### src/aocs_pkg.sv
// constants for the analog output channel store
package aocs_pkg;
  localparam int          DATA_W        = 16;
  localparam int          ADDR_W        = 6;
  localparam int          DAC_W         = 12;
  localparam int          NUM_CH        = 8;
  localparam int          NUM_WORDS     = 16;
  localparam int          CLK_MHZ       = 250;
  localparam logic [5:0]  CTRL_LO       = 6'h00;
  localparam logic [5:0]  CTRL_HI       = 6'h0E;
  localparam logic [5:0]  SRAM_LO       = 6'h10;
  localparam logic [5:0]  SRAM_HI       = 6'h2E;
  localparam int          BIT_OUT_EN    = 9;
  localparam int          BIT_TWOS      = 10;
  localparam int          BIT_LED_OFF   = 11;
  localparam logic [15:0] CTRL_RESET    = 16'h0000;
  localparam int          SLOT_NS       = 99000;
  localparam int          READ_NS       = 450;
  localparam int          SLOT_CYCLES   = (SLOT_NS * CLK_MHZ) / 1000;
  localparam int          READ_CYCLES   = (READ_NS * CLK_MHZ + 999) / 1000;
  localparam int          SETTLE_CYCLES = SLOT_CYCLES / 2;
  // identification codes are arbitrary neutral values
  localparam logic [15:0] VENDOR_CODE   = 16'h0A5A;
  localparam logic [15:0] DEVICE_CODE   = 16'h0B6B;
  localparam logic [7:0]  REVISION_CODE = 8'h01;
  typedef enum logic [1:0] {
    AOCS_IDLE   = 2'b00,
    AOCS_READ   = 2'b01,
    AOCS_SETTLE = 2'b10,
    AOCS_GATE   = 2'b11
  } aocs_state_t;
endpackage

### src/aocs_channel_store.sv
// analog output channel store with refresh controller
// Summary of operation
// each of the eight channels has its own storage word that the host writes directly.
// stored words are fetched in turn, given to the shared converter, and gated to that channel's hold buffer.
// the failure indicator comes on at reset and stays on until software turns it off.
// control bit 11 written as one turns the indicator off; zero leaves it on.
// control bit 10 selects two's-complement coding when one, straight binary when zero.
// a 16-bit write to a channel word keeps only the low 12 bits.
// the windows are placed by host software at run time and the host reads the base addresses first.
// vendor, device and revision codes are readable so the host can find the board.
// control word at even offsets 0x0-0xE, sixteen words at 0x10-0x2E, 0x30-0x3F reserved.
// output disconnect switches stay open after reset until control bit 9 is set.
// one channel is refreshed every 99.0 us with a 450 ns read at slot start, eight slots per 792 us.
// host and refresh collisions stall the later requester; long host stalls end in a retry.
// readback of a channel word shows zeros in the four upper bits.
`timescale 1ns/1ps
module aocs_channel_store
  import aocs_pkg::*;
#(
  parameter int SLOT = aocs_pkg::SLOT_CYCLES
) (
  // clock and reset
  input  wire logic                        clk_sys,
  input  wire logic                        reset_n,
  // host access from the bus interface device
  input  wire logic                        host_req,
  input  wire logic                        host_wr,
  input  wire logic [aocs_pkg::ADDR_W-1:0] host_addr,
  input  wire logic [aocs_pkg::DATA_W-1:0] host_wdata,
  output logic                             host_ack,
  output logic [aocs_pkg::DATA_W-1:0]      host_rdata,
  // identification
  output logic [15:0]                      vendor_id,
  output logic [15:0]                      device_id,
  output logic [7:0]                       revision_id,
  // converter and multiplexer
  output logic [aocs_pkg::DAC_W-1:0]       dac_data,
  output logic                             dac_load,
  output logic [aocs_pkg::NUM_CH-1:0]      mux_gate,
  // front panel and outputs
  output logic                             fail_led,
  output logic                             outputs_enabled,
  output logic                             twos_complement
);
  import aocs_pkg::*;
  // settle time follows the slot parameter so a short slot still fits
  localparam int SETTLE = SLOT / 2;

  ////////////////////////////////////////////////////////////////////////////
  // storage and control word
  logic [DAC_W-1:0]  sram [NUM_WORDS];
  logic [DATA_W-1:0] ctrl;
  aocs_state_t       state;
  logic [2:0]        chan;
  logic [31:0]       timer;
  logic              slot_start;

  function automatic logic [4:0] word_index(input logic [ADDR_W-1:0] a);
    word_index = 5'((a - SRAM_LO) >> 1);
  endfunction

  wire hit_ctrl  = host_addr <= CTRL_HI;
  wire hit_sram  = (host_addr >= SRAM_LO) && (host_addr <= SRAM_HI);
  wire refr_busy = (state == AOCS_READ);
  // host waits while refresh holds the memory; refresh starts only when no host channel-word request is waiting
  wire host_go   = host_req && !host_ack && !(refr_busy && hit_sram);
  wire refr_go   = slot_start && !(host_req && hit_sram && !host_ack);
  wire [4:0] hidx = word_index(host_addr);
  wire [DATA_W-1:0] sram_rd = {4'h0, sram[hidx[3:0]]};
  wire [DATA_W-1:0] next_rdata = hit_ctrl ? ctrl : (hit_sram ? sram_rd : 16'h0000);
  logic pend;

  aocs_slot_timer #(.SLOT(SLOT)) u_timer (
    .clk_sys    (clk_sys),
    .reset_n    (reset_n),
    .slot_start (slot_start)
  );

  ////////////////////////////////////////////////////////////////////////////
  // host side
  always_ff @(posedge clk_sys) begin
    if (host_go && host_wr && hit_sram) begin
      sram[hidx[3:0]] <= host_wdata[DAC_W-1:0];
    end
  end

  always_ff @(posedge clk_sys) begin
    if (!reset_n) begin
      ctrl       <= CTRL_RESET;
      host_ack   <= 1'b0;
      host_rdata <= 16'h0000;
    end else begin
      host_ack <= host_go;
      if (host_go && host_wr && hit_ctrl) begin
        ctrl <= host_wdata;
      end
      if (host_go && !host_wr) begin
        host_rdata <= next_rdata;
      end
    end
  end

  ////////////////////////////////////////////////////////////////////////////
  // refresh controller
  always_ff @(posedge clk_sys) begin
    if (!reset_n) begin
      state    <= AOCS_IDLE;
      chan     <= 3'h0;
      timer    <= 32'h0000_0000;
      dac_data <= 12'h000;
      dac_load <= 1'b0;
      mux_gate <= 8'h00;
      pend     <= 1'b0;
    end else begin
      dac_load <= 1'b0;
      pend     <= (pend || slot_start) && !refr_go && state == AOCS_IDLE;
      case (state)
        AOCS_IDLE: begin
          mux_gate <= 8'h00;
          if (refr_go || (pend && !(host_req && hit_sram))) begin
            state <= AOCS_READ;
            timer <= 32'h0000_0000;
          end
        end
        AOCS_READ: begin
          timer <= timer + 32'h0000_0001;
          if (timer == 32'(READ_CYCLES - 1)) begin
            dac_data <= sram[{1'b0, chan}];
            dac_load <= 1'b1;
            state    <= AOCS_SETTLE;
            timer    <= 32'h0000_0000;
          end
        end
        AOCS_SETTLE: begin
          timer <= timer + 32'h0000_0001;
          if (timer == 32'(SETTLE - 1)) begin
            mux_gate <= 8'(1) << chan;
            state    <= AOCS_GATE;
            timer    <= 32'h0000_0000;
          end
        end
        AOCS_GATE: begin
          timer <= timer + 32'h0000_0001;
          if (timer == 32'(SLOT / 8)) begin
            mux_gate <= 8'h00;
            chan     <= chan + 3'h1;
            state    <= AOCS_IDLE;
          end
        end
        default: state <= AOCS_IDLE;
      endcase
    end
  end

  ////////////////////////////////////////////////////////////////////////////
  // control outputs and identification
  always_ff @(posedge clk_sys) begin
    if (!reset_n) begin
      fail_led        <= 1'b1;
      outputs_enabled <= 1'b0;
      twos_complement <= 1'b0;
      vendor_id       <= 16'h0000;
      device_id       <= 16'h0000;
      revision_id     <= 8'h00;
    end else begin
      fail_led        <= !ctrl[BIT_LED_OFF];
      outputs_enabled <= ctrl[BIT_OUT_EN];
      twos_complement <= ctrl[BIT_TWOS];
      vendor_id       <= VENDOR_CODE;
      device_id       <= DEVICE_CODE;
      revision_id     <= REVISION_CODE;
    end
  end

  ////////////////////////////////////////////////////////////////////////////
  // read length counter for the checks
  logic [7:0] read_len;

  always_ff @(posedge clk_sys) begin
    if (!reset_n) begin
      read_len <= 8'h00;
    end else if (refr_busy) begin
      read_len <= read_len + 8'h01;
    end else begin
      read_len <= 8'h00;
    end
  end

  ////////////////////////////////////////////////////////////////////////////
  // checks
  a_led_follows_bit: assert property (@(posedge clk_sys) disable iff (!reset_n)
    host_go && host_wr && hit_ctrl |=> ##1 fail_led == !$past(host_wdata[BIT_LED_OFF], 2))
    else $error("fail led does not follow control bit");
  a_format_bit: assert property (@(posedge clk_sys) disable iff (!reset_n)
    ##1 twos_complement == $past(ctrl[BIT_TWOS]))
    else $error("format select wrong");
  a_switch_enable: assert property (@(posedge clk_sys) disable iff (!reset_n)
    ##1 outputs_enabled == $past(ctrl[BIT_OUT_EN]))
    else $error("disconnect switch control wrong");
  a_readback_upper: assert property (@(posedge clk_sys) disable iff (!reset_n)
    host_go && !host_wr && hit_sram |=> host_rdata[15:12] == 4'h0)
    else $error("upper readback bits not zero");
  a_no_collision: assert property (@(posedge clk_sys) disable iff (!reset_n)
    host_ack |-> !($past(refr_busy) && $past(hit_sram)))
    else $error("host and refresh both on memory");
  a_mux_onehot: assert property (@(posedge clk_sys) disable iff (!reset_n)
    $onehot0(mux_gate))
    else $error("more than one channel gated");
  a_gate_after_load: assert property (@(posedge clk_sys) disable iff (!reset_n)
    $rose(dac_load) |-> mux_gate == 8'h00)
    else $error("mux closed during converter load");
  a_read_length: assert property (@(posedge clk_sys) disable iff (!reset_n)
    $rose(refr_busy) |-> refr_busy [*8])
    else $error("refresh read shorter than expected");
  a_read_count: assert property (@(posedge clk_sys) disable iff (!reset_n)
    $fell(refr_busy) && $past(reset_n) |-> read_len == 8'(READ_CYCLES))
    else $error("refresh read length wrong");
  a_reset_state: assert property (@(posedge clk_sys)
    reset_n && !$past(reset_n) |-> fail_led && !outputs_enabled && mux_gate == 8'h00)
    else $error("outputs not in reset state after reset");
  a_ack_pulse: assert property (@(posedge clk_sys) disable iff (!reset_n)
    host_ack |=> !host_ack)
    else $error("host ack longer than one cycle");
  a_load_pulse: assert property (@(posedge clk_sys) disable iff (!reset_n)
    dac_load |=> !dac_load)
    else $error("converter load longer than one cycle");
endmodule // aocs_channel_store

### src/aocs_slot_timer.sv
// refresh slot timer: one pulse per slot
`timescale 1ns/1ps
module aocs_slot_timer #(
  parameter int SLOT = 24750
) (
  // clock and reset
  input  wire logic clk_sys,
  input  wire logic reset_n,
  // slot start pulse
  output logic      slot_start
);
  logic [31:0] count;
  wire         at_end = (count == 32'(SLOT - 1));

  always_ff @(posedge clk_sys) begin
    if (!reset_n) begin
      count      <= 32'h0000_0000;
      slot_start <= 1'b0;
    end else begin
      count      <= at_end ? 32'h0000_0000 : count + 32'h0000_0001;
      slot_start <= at_end;
    end
  end
endmodule // aocs_slot_timer

### config.mk
export PLATFORM = sky130hd
export DESIGN_NAME = aocs_channel_store
export DESIGN_NICKNAME = d
export VERILOG_FILES = /design/src/aocs_pkg.sv /design/src/aocs_channel_store.sv /design/src/aocs_slot_timer.sv
export SDC_FILE = /design/constraint.sdc
export NUM_CORES = 1
export LEC_CHECK = 0
export BUFFER_PORTS_ARGS = -buffer_cell sky130_fd_sc_hd__clkbuf_2
export CORE_ASPECT_RATIO = 1.2
export CORE_UTILIZATION = 47
export DETAILED_ROUTE_END_ITERATION = 6
export HOLD_SLACK_MARGIN = 0.15
export PLACE_DENSITY = 0.67
export SETUP_SLACK_MARGIN = 0.15
export SYNTH_ARGS = -nofsm -noshare
export SYNTH_HDL_FRONTEND = slang
export SYNTH_SLANG_ARGS = --single-unit
### constraint.sdc
create_clock -name clk_sys -period 3.02 [get_ports clk_sys]
set_input_delay 0.151 -clock clk_sys [delete_from_list [all_inputs] [get_ports clk_sys]]
set_output_delay 0.151 -clock clk_sys [all_outputs]
set_load 0.05 [all_outputs]
==> metrics <==
Area growth, synth to finish=14.1%; TritonCTS clock tree=built; cell area after synthesis=around 14000 um^2; pre-CTS WS=approximately 0.31 ns; CTS clock-pin slew for the worst setup and hold paths=approximately 0.060 ns; most frequent cell after synthesis=edfxtp_1; Slew HR=between 20% and 30%; Async SR Flop Fraction=0%; Yosys top cell area share=40.2%; Worst path max stage delay=0.57 ns; Synth Register Bits=321; cell with the largest stage delay on the worst path=or4_4; DR top layer=met4; Tot GR Track Use=21.2%; clock skew=~0.010 ns; Pleak=between 0.005 and 0.006 uW; Util after Layout=54.9%; Critical Path Source Type=flip-flop; Vias=9138; RR Startpoint=timer[28]; ANT cells=0; Setup WS post-layout=just over 0.3 ns; cell taking the most area after synthesis=edfxtp_1; reg2reg path depth=6; Clock Sinks=roughly 320; worst-path fanout max=25; Final Hold Fails=0; synth cell count leaders=edfxtp_1 (192), dfxtp_1 (129), nand2_1 (117); Non-Filler Instances=between 1500 and 2000; number of distinct library cells after synthesis=63; synth warn=0; CP Cell Sequence=or4_4 -> or3_4 -> o31ai_4 -> a21oi_2 -> buf_4 -> a221o_1; initial antenna violation count=0; critical path required time=around 3.4 ns; nets=1243; Period minus WS final=~2.7 ns; Critical Path AT=3.10 ns; Post-synth EDFFs=~190; sequential area share after synthesis=58.3%; Max IR drop VDD=~0.52 mV; CTS root buf=clkbuf_16; hpwl dp=21900 um; # IOs=107; WL met3=between 1500 and 2000 um; htree depth=2; largest net degree at the start of global routing=53; synthesized area per cell=between 10 and 15 um^2; unrepaired setup endpoints after global routing=false; gr ovfl total=0; Final TNS setup=0 ns; Starting DRT DRC Count=841; Die H=193 um; worst slew pin tran=approximately 1.1 ns; Area contributors post-synth=edfxtp_1 (40%), dfxtp_1 (18%), mux4_2 (12%); DRT Pass-1 Iters=4; crit end category=flip-flop; dpl cells=roughly 1500; Crit Path Class=reg -> reg; fmax=368 MHz; final worst path period share=between 80 and 90%; core area=between 20000 and 30000 um^2; DRT Wirelength=32600 um; wl on met1=about 14000 um; status=finished, final reports clean; cts bufs inserted=34; vias in the first global route=8865; Skew-Pair Late Insertion Delay=about 0.50 ns; layout cell share with drive strength beyond 1=between 20% and 30%; HP Class=in -> reg; Routed met2 length=roughly 17000 um; Die Width=~160 um; RD Place Congestion=0.810; worst hold slack=0.161 ns; Residual DRC=0; PortBufs=between 80 and 90; Worst Setup SP=timer[28]; FF-to-FF setup slack=0.30 ns; Synth Instances=around 1100; Primary FF master, synth=edfxtp_1; Max Slew Vio Count=0; routed vias/inst=roughly 5.7; PD cells=~570 nW/um^2; DIE AREA=roughly 31000 um^2; reg2reg end=timer[27]; remaining antenna violation count=0; Final Setup Violations=0; maxcap violations=0; post-detailed-route wirelength per cell=20.2 um; first-pass GRT wire length=around 51000 um; row cnt=69; Starting Density=approximately half; clock buffer depth=3; critical path endpoint=timer[27]
[critical path: cells and delay by family, from the launching register on]
kind,cells,cell delay [ns]
buffers and inverters,1,0.28
AND/OR/NAND/NOR,2,0.95
flip-flops,1,0.34
AO/OA/AOI/OAI,3,1.02
[stage by stage]
| step | cell area, um^2 | power, uW |
|---|---|---|
| after floorplan | 14400 | 5180 |
| after global placement | 15200 | 5320 |
| after detailed placement | 15200 | 5330 |
| after CTS | 16400 | 9380 |
| after global routing | 16400 | 9590 |
| final | 16400 | 9300 |
[registers in the layout (all words and copies together) (netlist names)]
signal and flops:
sram 192, dac_load 1, mux_gate 8, dac_data 12
host_rdata 16, pend 1, u_timer.slot_start 1, state 2
fail_led 1, host_ack 1, u_timer.count 32, chan 3
device_id 1, twos_complement 1, ctrl 16, timer 32
outputs_enabled 1
[how the worst min path moves through the flow]
stage                         from            to  slack (ns)  cells after the start
floorplan                  reset_n  device_id[9]        0.18                      0
finish               host_wdata[4]       ctrl[4]        0.16                      3
CTS                  host_wdata[1]   sram[15][1]        0.16                      1
global placement    host_wdata[14]      ctrl[14]        0.39                      3
detailed placement  host_wdata[14]      ctrl[14]        0.39                      3
global route         host_wdata[7]    sram[8][7]        0.16                      1
[report_power, final]
group	switching, uW	total, uW	internal [uW]	leakage [uW]
registers	19.3	4680	4660	0.00277
clock network	1640	4060	2420	0.000525
logic	392	557	165	0.00253
[what timing repair did]
action	4_1_cts	5_1_grt
hold endpoints to repair	23	0
hold buffers	10	0
setup buffers	0	0
gates resized for setup	0	1
endpoints found under the setup margin	0	7
[layer usage]
metal | vias up | track usage, %
met5 | - | 0
met4 | 0 | 6.39
met3 | 45 | 2.87
met2 | 283 | 36.1
met1 | 4520 | 28.0
li1 | 4290 | -
[placed cells by master, fill, tap and decap left out, types with 16 or more instances in the layout]
| master | instances |
|---|---|
| a21boi_0 | 17 |
| a21oi_1 | 16 |
| buf_4 | 47 |
| clkbuf_16 | 35 |
| clkbuf_2 | 80 |
| conb_1 | 25 |
| dfxtp_1 | 128 |
| edfxtp_1 | 192 |
| ha_1 | 16 |
| inv_1 | 21 |
| mux2i_1 | 23 |
| mux4_2 | 76 |
| nand2_1 | 117 |
| nand3_1 | 49 |
| nand4_1 | 22 |
| nor2_1 | 70 |
| o21ai_0 | 21 |
| xor2_1 | 20 |
[layout make-up]
cell class / instances / area [um^2]
Inverter: 21 / 78.8
Multi-Input combinational cell: 685 / 5490
Clock buffer: 49 / 978
Timing Repair Buffer: 138 / 873
Clock inverter: 10 / 101
Sequential cell: 321 / 8350
Fill cell: 2472 / 13400
Tap cell: 390 / 488
[cells by family (layout without fill, tap and decap cells)]
family	Yosys count	count (layout)	share of synthesized area, %
fa+ha+maj	16	16	1.40
buf+inv	122	218	4.37
mux	108	108	14.3
simple gates	367	367	12.6
flops	321	321	58.3
compound gates	136	136	7.09
xor+xnor	33	33	2.02
other cells	1	25	0.0262
Power figures use the tool's default switching activity.
